`src/pkg/bbcs_map.vh`:
```
`ifndef BBCS_MAP_VH
`define BBCS_MAP_VH

// ----------------------------------------------------------------
// timing
// ----------------------------------------------------------------
`define BBCS_CLK_HZ        25000000
`define BBCS_OFF_MS        500
`define BBCS_OFF_CYC       ((`BBCS_CLK_HZ / 1000) * `BBCS_OFF_MS)
`define BBCS_MULT_DEF      2

// ----------------------------------------------------------------
// colour codes
// ----------------------------------------------------------------
`define BBCS_COL_OFF       3'h0
`define BBCS_COL_RED       3'h1
`define BBCS_COL_GREEN     3'h2
`define BBCS_COL_BLUE      3'h3
`define BBCS_COL_AMBER     3'h4
`define BBCS_COL_LBLUE     3'h5
`define BBCS_COL_MAGENTA   3'h6
`define BBCS_COL_WHITE     3'h7

// rgb enable bit positions
`define BBCS_RGB_R         2
`define BBCS_RGB_G         1
`define BBCS_RGB_B         0

`endif

```
`src/hdl/bbcs_color_map.v`:
```
`timescale 1ns/1ps
`include "bbcs_map.vh"

module bbcs_color_map (
  // colour select
  input  wire [2:0] colorSel,
  // rgb enables
  output reg  [2:0] rgb
);

  always @* begin
    case (colorSel)
      `BBCS_COL_OFF:     rgb = 3'h0;
      `BBCS_COL_RED:     rgb = 3'h4;
      `BBCS_COL_GREEN:   rgb = 3'h2;
      `BBCS_COL_BLUE:    rgb = 3'h1;
      `BBCS_COL_AMBER:   rgb = 3'h6;
      `BBCS_COL_LBLUE:   rgb = 3'h3;
      `BBCS_COL_MAGENTA: rgb = 3'h5;
      `BBCS_COL_WHITE:   rgb = 3'h7;
      default:           rgb = 3'h0;
    endcase
  end

endmodule

```
`src/hdl/bbcs_sequencer.v`:
```
`timescale 1ns/1ps
`include "bbcs_map.vh"

module bbcs_sequencer #(
  parameter CNT_W   = 32,
  parameter MULT_W  = 4,
  parameter OFF_CYC = `BBCS_OFF_CYC
) (
  // clock and reset
  input  wire              clk_sys,
  input  wire              rst,
  // configuration from firmware
  input  wire              cfgLoad,
  input  wire [CNT_W-1:0]  cfgOffLen,
  input  wire [MULT_W-1:0] cfgMult,
  input  wire [2:0]        cfgOnColor,
  input  wire [2:0]        cfgOffColor,
  // backlight drive
  output reg               ledRed,
  output reg               ledGreen,
  output reg               ledBlue,
  output reg               onPhase
);

  // ----------------------------------------------------------------
  // constants
  // ----------------------------------------------------------------
  localparam                    ST_ON      = 2'b01;
  localparam                    ST_OFF     = 2'b10;

  localparam integer            MULT_DEF_I = `BBCS_MULT_DEF;
  localparam [CNT_W-1:0]        OFF_DEF    = OFF_CYC;
  localparam [MULT_W-1:0]       MULT_DEF   = MULT_DEF_I[MULT_W-1:0];
  localparam [CNT_W+MULT_W-1:0] ON_DEF_W   = OFF_DEF * MULT_DEF;
  localparam [CNT_W-1:0]        ON_DEF     = ON_DEF_W[CNT_W-1:0];
  localparam [CNT_W-1:0]        CNT_ZERO   = {CNT_W{1'b0}};
  localparam [CNT_W-1:0]        CNT_ONE    = {{(CNT_W-1){1'b0}}, 1'b1};
  localparam [MULT_W-1:0]       MULT_ZERO  = {MULT_W{1'b0}};
  localparam [MULT_W-1:0]       MULT_ONE   = {{(MULT_W-1){1'b0}}, 1'b1};

  // ----------------------------------------------------------------
  // storage
  // ----------------------------------------------------------------
  reg  [1:0]              state;
  reg  [CNT_W-1:0]        count;
  reg  [CNT_W-1:0]        offLen;
  reg  [MULT_W-1:0]       mult;
  reg  [CNT_W-1:0]        onLen;
  reg  [2:0]              onColor;
  reg  [2:0]              offColor;
  reg  [1:0]              next_state;
  reg  [CNT_W-1:0]        next_count;
  reg  [CNT_W-1:0]        next_offLen;
  reg  [MULT_W-1:0]       next_mult;
  reg  [2:0]              next_onColor;
  reg  [2:0]              next_offColor;
  reg  [CNT_W-1:0]        next_onLen;
  reg                     next_ledRed;
  reg                     next_ledGreen;
  reg                     next_ledBlue;
  reg                     next_onPhase;
  wire                    onLast;
  wire                    offLast;
  wire                    prodOver;
  wire [2:0]              curColor;
  wire [2:0]              rgb;
  wire [CNT_W+MULT_W-1:0] prod;

  // ----------------------------------------------------------------
  // settings
  // ----------------------------------------------------------------
  // zero values would stall the phase; a zero off length becomes one cycle, a zero mult becomes one
  always @* begin
    next_offLen   = offLen;
    next_mult     = mult;
    next_onColor  = onColor;
    next_offColor = offColor;
    if (cfgLoad) begin
      if (cfgOffLen == CNT_ZERO) begin
        next_offLen = CNT_ONE;
      end else begin
        next_offLen = cfgOffLen;
      end
      if (cfgMult == MULT_ZERO) begin
        next_mult = MULT_ONE;
      end else begin
        next_mult = cfgMult;
      end
      next_onColor  = cfgOnColor;
      next_offColor = cfgOffColor;
    end
  end

  always @(posedge clk_sys) begin
    if (rst) begin
      offLen <= OFF_DEF;
    end else begin
      offLen <= next_offLen;
    end
  end

  always @(posedge clk_sys) begin
    if (rst) begin
      mult <= MULT_DEF;
    end else begin
      mult <= next_mult;
    end
  end

  always @(posedge clk_sys) begin
    if (rst) begin
      onColor <= `BBCS_COL_WHITE;
    end else begin
      onColor <= next_onColor;
    end
  end

  always @(posedge clk_sys) begin
    if (rst) begin
      offColor <= `BBCS_COL_OFF;
    end else begin
      offColor <= next_offColor;
    end
  end

  // ----------------------------------------------------------------
  // on length
  // ----------------------------------------------------------------
  // registered to keep the multiplier off the count path, so a new
  // on length lands one cycle after the load
  assign prod     = offLen * mult;
  // an overflowing product saturates instead of wrapping to a short
  // or zero length
  assign prodOver = |prod[CNT_W+MULT_W-1:CNT_W];

  always @* begin
    if (prodOver) begin
      next_onLen = {CNT_W{1'b1}};
    end else begin
      next_onLen = prod[CNT_W-1:0];
    end
  end

  always @(posedge clk_sys) begin
    if (rst) begin
      onLen <= ON_DEF;
    end else begin
      onLen <= next_onLen;
    end
  end

  // ----------------------------------------------------------------
  // phase machine
  // ----------------------------------------------------------------
  // >= so that a length shortened mid-phase ends the phase at once
  assign onLast  = (count >= onLen - CNT_ONE);
  assign offLast = (count >= offLen - CNT_ONE);

  always @* begin
    next_state = state;
    next_count = count + CNT_ONE;
    case (state)
      ST_ON: begin
        if (onLast) begin
          next_state = ST_OFF;
          next_count = CNT_ZERO;
        end
      end
      ST_OFF: begin
        if (offLast) begin
          next_state = ST_ON;
          next_count = CNT_ZERO;
        end
      end
      default: begin
        next_state = ST_ON;
        next_count = CNT_ZERO;
      end
    endcase
  end

  always @(posedge clk_sys) begin
    if (rst) begin
      state <= ST_ON;
    end else begin
      state <= next_state;
    end
  end

  always @(posedge clk_sys) begin
    if (rst) begin
      count <= CNT_ZERO;
    end else begin
      count <= next_count;
    end
  end

  // ----------------------------------------------------------------
  // colour output
  // ----------------------------------------------------------------
  assign curColor = (state == ST_OFF) ? offColor : onColor;

  bbcs_color_map u_map (
    .colorSel (curColor),
    .rgb      (rgb)
  );

  // one register stage for all four, so colour and phase flag
  // never disagree by a cycle
  always @* begin
    next_ledRed   = rgb[`BBCS_RGB_R];
    next_ledGreen = rgb[`BBCS_RGB_G];
    next_ledBlue  = rgb[`BBCS_RGB_B];
    next_onPhase  = (state == ST_ON);
  end

  always @(posedge clk_sys) begin
    if (rst) begin
      ledRed   <= 1'b0;
      ledGreen <= 1'b0;
      ledBlue  <= 1'b0;
      onPhase  <= 1'b0;
    end else begin
      ledRed   <= next_ledRed;
      ledGreen <= next_ledGreen;
      ledBlue  <= next_ledBlue;
      onPhase  <= next_onPhase;
    end
  end

endmodule

```
`config.mk`:
```
export PLATFORM = sky130hd
export DESIGN_NAME = bbcs_sequencer
export DESIGN_NICKNAME = d
export VERILOG_FILES = /design/src/hdl/bbcs_color_map.v /design/src/hdl/bbcs_sequencer.v
export VERILOG_INCLUDE_DIRS = /design/src /design/src/pkg
export SDC_FILE = /design/constraint.sdc
export NUM_CORES = 1
export LEC_CHECK = 0
export BUFFER_PORTS_ARGS = -buffer_cell sky130_fd_sc_hd__buf_2
export CORE_MARGIN = 5
export CORE_UTILIZATION = 58
export CTS_CLUSTER_SIZE = 14
export DETAILED_ROUTE_END_ITERATION = 16
export PLACE_DENSITY = 0.8
export SETUP_SLACK_MARGIN = 0.05
export SLEW_MARGIN = 25
export SYNTH_ARGS = -nofsm -noshare
export SYNTH_HDL_FRONTEND = slang
export SYNTH_SLANG_ARGS = --single-unit
```
`constraint.sdc`:
```
create_clock -name clk_sys -period 4.95 [get_ports clk_sys]
set_input_delay 0 -clock clk_sys [delete_from_list [all_inputs] [get_ports clk_sys]]
set_output_delay 0 -clock clk_sys [all_outputs]
set_load 0.01 [all_outputs]
```
### Word level (Yosys, flattened, before mapping)

Memories as Yosys holds them, arrays and structs flattened. A register that Yosys moved wholly into a read port is not among the register bits.
Cells that the tools add are included.

| cells by class | value |
|---|---|
| reductions and logical operators | 5 |
| $lt $le $gt $ge | 2 |
| multipliers | 1 |
| eq/ne operators | 4 |
| muxes and demuxes | 10 |
| add/sub/neg operators | 3 |

Operators by type and width:

| operator | number |
|---|---|
| $mux 32 | 4 |
| $ge 32x32->1 | 2 |
| $pmux 32 s2 | 1 |
| $sub 32x1->32 const B | 2 |
| $mul 32x4->36 | 1 |
| $add 32x1->32 const B | 1 |
| $logic_not 32->1 | 1 |
| $reduce_or 5->1 | 1 |
| $logic_not 4->1 | 1 |
| $mux 2 | 2 |
| $mux 4 | 1 |
| $pmux 2 s2 | 1 |
| $reduce_or 4->1 | 1 |
| $mux 3 | 1 |
| $eq 2x1->1 const B | 1 |
| $eq 2x2->1 const B | 1 |
| $ne 2x1->1 const B | 1 |
| $ne 2x2->1 const B | 1 |
| $reduce_and 2->1 | 1 |

| word-level totals | value |
|---|---|
| output and inout port bits | 4 |
| logic and storage cells | 35 |
| bits in read-only memories | 24 |
| flip-flop bits (word level) | 109 |
| memories kept | 1 |

Memories:

| name | words | width | rd ports | clocked after memory_dff | wr ports | RTL line | RTL |
|---|---|---|---|---|---|---|---|
| (no name shown) | 8 | 3 | 1 | 1 | 0 | bbcs_color_map.v:12 | `case (colorSel)` |

### Longest topological paths before layout

Gate-level depths: netlist of run 1.

| depth | value |
|---|---|
| depth in word-level cells | 4 |
| gate-level depth with buffers | 20 |

### By module

A second synthesis of run 1 with hierarchy kept.

| unflattened totals | value |
|---|---|
| cells, all modules | 1296 |
| area total of the unflattened synthesis | 10734.0 µm² |

Modules (own cells, without submodules):

| module | cells each | times used | sequential area each (µm²) | area each (µm²) |
|---|---|---|---|---|
| bbcs_sequencer | 1291 | 1 | 2242.2 | 10692.8 |
| bbcs_color_map | 5 | 1 | 0.0 | 41.3 |

### Worst setup path before layout of run 1

Ideal clock, no wire load.

| path | value |
|---|---|
| path type | reg-to-reg |
| start point | register offLen[0] |
| end point | register count[10] |
| arrival time | 5172 ps |
| required time | 4818 ps |
| clock period less this slack | 5304 ps |
| stages on the path, launching flop included | 21 |
| slack | -354 ps |
| cells stage by stage | dfxtp_1 -> inv_1 -> ha_1 -> nor3b_1 -> or3b_4 -> or4_4 -> nor4_4 -> nand2_2 -> or4_4 -> nor2_1 -> xnor2_1 -> ha_1 -> and3_1 -> nand3_1 -> or3_1 -> or3_1 -> nor4_1 -> o41ai_1 -> a22oi_1 -> clkbuf_1 -> nor3_1 |

| between the ends | value |
|---|---|
| cells in the longest elaborated chain, start to end | 4 |

RTL lines:

| item | RTL line | RTL |
|---|---|---|
| start: declaration | bbcs_sequencer.v:46 | `reg [CNT_W-1:0] offLen;` |
| start signal: assignment | bbcs_sequencer.v:98 | `offLen <= next_offLen;` |
| $sub 32x1->32 | bbcs_sequencer.v:157 | `assign offLast = (count >= offLen - CNT_ONE);` |
| $ge 32x32->1 | bbcs_sequencer.v:157 |  |
| $mux 32 | bbcs_sequencer.v:170 | `if (offLast) begin` |
| $pmux 32 s2 | bbcs_sequencer.v:162 | `case (state)` |
| end signal: assignment | bbcs_sequencer.v:194 | `count <= next_count;` |
| end: declaration | bbcs_sequencer.v:45 | `reg [CNT_W-1:0] count;` |

No other way between the ends.
A chain may end at the register's enable or synchronous reset.

### Worst setup path after layout of run 1

| path | value |
|---|---|
| start point | register offLen[7] |
| end point | register state[1] |

| between the ends | value |
|---|---|
| cells in the longest elaborated chain, start to end | 4 |

RTL lines:

| item | RTL line | RTL |
|---|---|---|
| $sub 32x1->32 | bbcs_sequencer.v:157 |  |
| $ge 32x32->1 | bbcs_sequencer.v:157 |  |
| $ne 2x2->1 (no source line) | - |  |
| $reduce_and 2->1 (no source line) | - |  |
| end signal: assignment | bbcs_sequencer.v:186 | `state <= next_state;` |
| end: declaration | bbcs_sequencer.v:44 | `reg [1:0] state;` |

No other way between the ends.

==> impl_metrics.ini, run 1 <==
[sta]
achievable_freq_mhz = 193
report.final.setup_viol = 34
maxSlewHeadroom = 0.322
setup_repair_after_global_routing_missed_its_margin = true
finalWorstSetupSlack_ns = -0.233
finalWorstPathRequiredPeriod_ns = 5.18
maxSlewViolCount = 0
finalHoldViolations = 0
worst_max_slew_pin_slew_ns = 1.02
finClkSkew_ns = 0.0163
period_utilization = 1.05

[floorplanning]
core-area_sq_mm = 0.0186
num_io_pins = 49
start_util = 0.587
placement_rows = 50
die_height_um = 147
dieWidth_um = 147
die_outline_area_sq_mm = 0.0217

[global_routing]
globalRouteOverflowTotal = 0
grt_max_degree = 45
grt_usage = 0.275
antenna_found_initial = 0
vias_in_the_first_global_route = 9915
grt_pass1_wl_mm = 49.0

[logic_synthesis]
yosys_most_used_dff = sky130_fd_sc_hd__dfxtp_1
synthesis.nets = 1518
synth-edff-count = 0
netlist-cell-type-count = 69
synth-seq-area-share = 0.205
number_of_cells_produced_by_synthesis = 1304
ys_ff_latch = 112
synthesis.area_per_instance_sq_um = 8.40
postSynth.asyncResetShare = 0
synthesis.yosys.warnings = 0
synth.cell_area_sq_mm = 0.0110

[power]
comb_power_share = 0.435
p_int_mw = 1.95
power.density_mw_per_mm2 = 259
power.leakage_nw = 5.76
total_switching_power_mw = 1.32
worst_ir_drop_vdd_uv = 178
seq_power_share = 0.339
switching_fraction = 0.403
power.clock.fraction = 0.226

[setup_path]
timing.rr.start = offLen[7]
worst_ep_arrival_time_ns = 5.44
startpoint_type = flop
crit_path_max_fanout = 5
timing.critical_path.cells = or4_4, or3b_4, or4_4, nor4_4, nand2_2, or4_4, nor2_4, xnor2_2, ha_1, and3_4, nand3_2, or3_4, or3_4, nor4_4, o41ai_2, a22oi_2, buf_6, mux2_4
slowest_stage = sky130_fd_sc_hd__or4_4
setup.worst_path.end_class = flop
required_ns = 5.21
crit_start = offLen[7]
path_common_cell = sky130_fd_sc_hd__or4_4
crit_path_max_incr_delay_ns = 0.53
critPathKind = flop to flop
path_delay_family = simple AND/OR/NAND/NOR gates
critical_path_buf_inv_count = 1

[place]
globalplace.congestion = 1.00
port_buffers = 48
detailedPlace.worstSlack_ns = -0.141
post-dp-hpwl_mm = 20.8
placed_area_sq_mm = 0.0116

[worst_hold_path]
hold_path_class = primary input to flop
hold_path_origin = cfgLoad

[drt]
post-route-drc-count = 0
dr.pass1.iters = 7
vias_per_cell = 6.03
ant_nets = 0
dr.first_iter.drc_count = 675
post_detailed_route_wirelength_per_cell_um = 18.2
vias = 9893
wirelength_mm = 29.8

[clock_tree]
clk-insertion-delay-late_ns = 0.37
cts_sinks = 112
cts_max_level = 3
tritoncts_clock_tree = yes
cts_root_buf = sky130_fd_sc_hd__clkbuf_16
cts.reportedPaths.clkPinSlew_ns = 0.09
cts_inserted_buffers = 9
clock_tree.buffer_depth = 2

[cells_and_area]
design.final.nets = 1616
diodes = 0
postLayoutCellArea_sq_mm = 0.0126
most-common-layout-cells = sky130_fd_sc_hd__inv_1 (112), sky130_fd_sc_hd__dfxtp_1 (111), sky130_fd_sc_hd__ha_1 (109)
area_growth_pct = 15.4
layout-drive-gt1-share = 0.131
register_area_sq_mm = 0.00224
fillCellCount = 1427
multi_input_area_sq_mm = 0.00818
final_common_cell = sky130_fd_sc_hd__inv_1

[job]
maxCapViolations = 0

[outcome]
run_status = complete, but fails checks
failing_checks = negative setup slack
[state kept, by name, indices dropped and copies added (netlist names)]
| signal | flops |
|---|---|
| offColor | 3 |
| onLen | 32 |
| ledRed | 1 |
| offLen | 32 |
| onPhase | 1 |
| count | 32 |
| ledBlue | 1 |
| onColor | 3 |
| state | 2 |
| mult | 4 |
| ledGreen | 1 |
[worst min-delay path, delay by kind of cell]
family          cells  cell delay [ns]
compound gates      1             0.05
buf+inv             2             0.42
simple gates        1             0.19
[metrics by stage]
step	utilization	instances	setup TNS, ns	hold slack (ns)	power, mW
after CTS	0.665	1636	-3.04	0.344	3.13
after detailed placement	0.622	1571	-4.12	0.233	2.38
after global routing	0.678	1641	-11.82	0.376	3.48
after floorplan	-	1304	-3.23	0.128	2.04
final	0.678	1641	-6.75	0.344	3.27
after global placement	0.622	1571	-1.04	0.220	2.34
[per-layer routing]
| layer | vias to the layer above | GRT usage | part of all wire |
|---|---|---|---|
| met3 | 119 | 0.0362 | 0.060 |
| met2 | 395 | 0.472 | 0.49 |
| li1 | 4652 | - | - |
| met1 | 4727 | 0.345 | 0.40 |
| met5 | - | 0 | 0 |
| met4 | 0 | 0.130 | 0.044 |
[power by group through the flow]
stage / Combinational [mW] / Sequential (mW) / Clock, mW
after floorplan: 0.951 / 1.09 / 0
after global placement: 1.22 / 1.11 / 0
after detailed placement: 1.26 / 1.12 / 0
after CTS: 1.30 / 1.10 / 0.731
after global routing: 1.57 / 1.12 / 0.785
final: 1.42 / 1.11 / 0.741
[cells by family after synthesis]
group | Yosys count | synth area share
AOI/OAI and AO/OA | 193 | 0.114
xor gates and xnor gates | 120 | 0.0960
adders and majority gates | 170 | 0.235
buffers and inverters | 179 | 0.0739
DFF | 112 | 0.205
muxes | 45 | 0.0412
and+or+nand+nor | 485 | 0.235
[cell usage after synthesis, types with 42 or more instances]
master	count	area share
sky130_fd_sc_hd__dfxtp_1	112	0.20
sky130_fd_sc_hd__inv_1	112	0.038
sky130_fd_sc_hd__ha_1	109	0.12
sky130_fd_sc_hd__nand2_1	99	0.034
sky130_fd_sc_hd__and2_1	94	0.054
sky130_fd_sc_hd__nor2_1	84	0.029
sky130_fd_sc_hd__xnor2_1	70	0.056
sky130_fd_sc_hd__fa_1	60	0.11
sky130_fd_sc_hd__nor3_1	55	0.025
sky130_fd_sc_hd__xor2_1	50	0.040
sky130_fd_sc_hd__a21oi_1	47	0.021
sky130_fd_sc_hd__mux2i_1	44	0.040
sky130_fd_sc_hd__clkbuf_1	42	0.014
[timing repair]
action / 4_1_cts / 5_1_grt
hold buffers: 46 / 0
setup buffers: 3 / 3
pin swaps: 0 / 13
gates cloned: 0 / 2
endpoints found under the hold margin: 46 / 0
setup endpoints to repair: 34 / 66
resized for setup: 6 / 35
[path summary, 6_finish.rpt]
path / to / slack (ns) / cells after the start
setup reg to reg: state[1] / -0.23 / 18
setup / recovery: state[1] / -0.23 / 18
hold reg to reg: onColor[0] / 0.50 / 2
hold / removal: mult[0] / 0.34 / 4
[final cells by class]
| cell class | count | area share |
|---|---|---|
| Multi-Input combinational cell | 1013 | 0.647 |
| Clock inverter | 6 | 0.00475 |
| Sequential cell | 112 | 0.177 |
| Tap cell | 234 | 0.0232 |
| Inverter | 113 | 0.0336 |
| Clock buffer | 10 | 0.0181 |
| Timing Repair Buffer | 153 | 0.0955 |
Note: power is estimated with default switching activity, not from simulation.
==> run 2: changes to the inputs <==
- CORE_UTILIZATION: 58 -> 49
- PLACE_DENSITY: 0.8 -> 0.69
==> run 2 against run 1 <==
The run still ends with negative setup slack left. Flip-flop and latch count stayed put. Sequential share of layout area is 0.18 points higher. Wire length is 5.9% lower. Count of clock-buffer cells in the layout stayed put. Total power is 2.7% lower. Clock power is 2% lower. Sequential power hardly changed. Worst hold slack worse by 0.13 ns. Critical path type unchanged. Largest power group unchanged.
==> impl_metrics.ini, run 2 (synthesis gave the netlist of run 1 again) <==
[outcome]
run_status = complete, but fails checks
failing_checks = negative setup slack

[power]
worst_ir_drop_vdd_uv = 144
power.clock.fraction = 0.229
power.density_mw_per_mm2 = 254
total_switching_power_mw = 1.25
power.leakage_nw = 5.70
switching_fraction = 0.392
p_int_mw = 1.94
comb_power_share = 0.422
seq_power_share = 0.350

[worst_hold_path]
hold_path_class = primary input to flop
holdPathStages = 3

[floorplanning]
dieWidth_um = 160
core-area_sq_mm = 0.0219
num_io_pins = 49
start_util = 0.500
die_height_um = 160
placement_rows = 54
die_outline_area_sq_mm = 0.0254

[clock_tree]
cts_max_level = 3
clk-insertion-delay-late_ns = 0.36
cts_inserted_buffers = 9
clock_tree.buffer_depth = 2
cts_root_buf = sky130_fd_sc_hd__clkbuf_16
tritoncts_clock_tree = yes
cts.reportedPaths.clkPinSlew_ns = 0.08
cts_sinks = 112

[setup_path]
crit_start = offLen[7]
crit_path_max_incr_delay_ns = 0.53
regToRegSetupSlack_ns = -0.20
worst_ep_arrival_time_ns = 5.40
path_delay_family = simple AND/OR/NAND/NOR gates
critPathKind = flop to flop
critical_path_buf_inv_count = 1
cell_count_along_the_critical_path = 18
crit_path_max_fanout = 5
r2r_cells = 18
required_ns = 5.20
crit-reg2reg-capture = state[1]
timing.critical_path.cells = or4_4, or3b_4, or4_4, nor4_4, nand2_2, or4_4, nor2_4, xnor2_2, ha_1, and3_4, nand3_2, or3_4, or3_4, nor4_4, o41ai_2, a22oi_2, buf_6, mux2_4
cp_endpoint = state[1]
startpoint_type = flop
timing.rr.start = offLen[7]
path_common_cell = sky130_fd_sc_hd__or4_4
slowest_stage = sky130_fd_sc_hd__or4_4
setup.worst_path.end_class = flop

[cells_and_area]
most-common-layout-cells = sky130_fd_sc_hd__inv_1 (112), sky130_fd_sc_hd__ha_1 (109), sky130_fd_sc_hd__dfxtp_1 (109)
reg.largest.list = count (32), offLen (32), onLen (32)
area_growth_pct = 14.6
final_cells = 1684
final_common_cell = sky130_fd_sc_hd__inv_1
register_area_sq_mm = 0.00225
fillCellCount = 2004
multi_input_area_sq_mm = 0.00807
utilization = 0.574
layout-drive-gt1-share = 0.124
design.final.nets = 1612

[global_routing]
globalRouteOverflowTotal = 0
grt_usage = 0.220
vias_in_the_first_global_route = 9427
grt_max_degree = 55
antenna_found_initial = 1
grt_pass1_wl_mm = 46.8

[sta]
report.final.setup_viol = 34
finClkSkew_ns = 0.0121
setup_repair_after_global_routing_missed_its_margin = true
maxSlewViolCount = 0
achievable_freq_mhz = 194
period_utilization = 1.04
finalWorstPathRequiredPeriod_ns = 5.15
worst_max_slew_pin_slew_ns = 0.758
finalHoldViolations = 0
finalWorstSetupSlack_ns = -0.198
maxSlewHeadroom = 0.494

[job]
maxCapViolations = 0

[drt]
dr.pass1.iters = 5
wirelength_mm = 28.1
post_detailed_route_wirelength_per_cell_um = 16.7
vias = 9486
dr.first_iter.drc_count = 520
vias_per_cell = 5.63
post-route-drc-count = 0
ant_nets = 0

[place]
globalplace.congestion = 0.922
port_buffers = 48
post-dp-hpwl_mm = 21.3
place.detailed.instances = 1620
## run 2: tightest hold or removal path: cells and delay by family
family,cells,cell delay (ns)
buffers and inverters,2,0.37
AND/OR/NAND/NOR,1,0.15
## run 2: what timing repair did
item / 4_1_cts / 5_1_grt
endpoints found under the setup margin: 47 / 66
gates resized for setup: 13 / 15
pin swaps: 6 / 3
gates cloned: 1 / 1
hold endpoints to repair: 42 / 0
setup buffers: 3 / 0
hold buffers: 42 / 0
## run 2: layout make-up
type,instances,share of cell area
Timing Repair Buffer,149,0.0923
Multi-Input combinational cell,1013,0.643
Antenna cell,1,0.000199
Clock inverter,6,0.00538
Clock buffer,10,0.0182
Tap cell,280,0.0279
Sequential cell,112,0.179
Inverter,113,0.0338
## run 2: metrics by stage
stage          hold WS [ns]  setup WS [ns]  area [sq um]  TNS, ns  power [mW]
6_report              0.209         -0.198         12600    -4.60        3.18
5_1_grt               0.228         -0.339         12600    -9.89        3.41
4_1_cts               0.200        -0.0962         12500    -2.07        3.16
3_5_place_dp          0.225         -0.217         11700    -5.45        2.38
3_3_place_gp          0.223         -0.109         11700    -2.41        2.35
2_1_floorplan         0.128         -0.113         11000    -3.23        2.04
## run 2: worst min-delay path by stage
stage	startpoint	slack, ns	to
2_1_floorplan	cfgOffLen[12]	0.13	offLen[12]
5_1_grt	rst	0.23	offLen[29]
3_3_place_gp	cfgOnColor[1]	0.22	onColor[1]
6_report	rst	0.21	offLen[29]
3_5_place_dp	cfgOnColor[2]	0.23	onColor[2]
4_1_cts	rst	0.20	offColor[0]
## run 2: metal layers
metal,global-route usage,vias up,part of all wire
li1,-,4660,-
met1,0.300,4502,0.45
met2,0.357,233,0.47
met3,0.0236,91,0.037
met4,0.0865,0,0.039
met5,0,-,0
## run 2: power groups by stage
stage | clock network [mW] | registers (mW) | logic (mW)
final | 0.729 | 1.11 | 1.34
after global placement | 0 | 1.12 | 1.23
after floorplan | 0 | 1.09 | 0.951
after detailed placement | 0 | 1.13 | 1.25
after global routing | 0.778 | 1.13 | 1.51
after CTS | 0.744 | 1.11 | 1.31
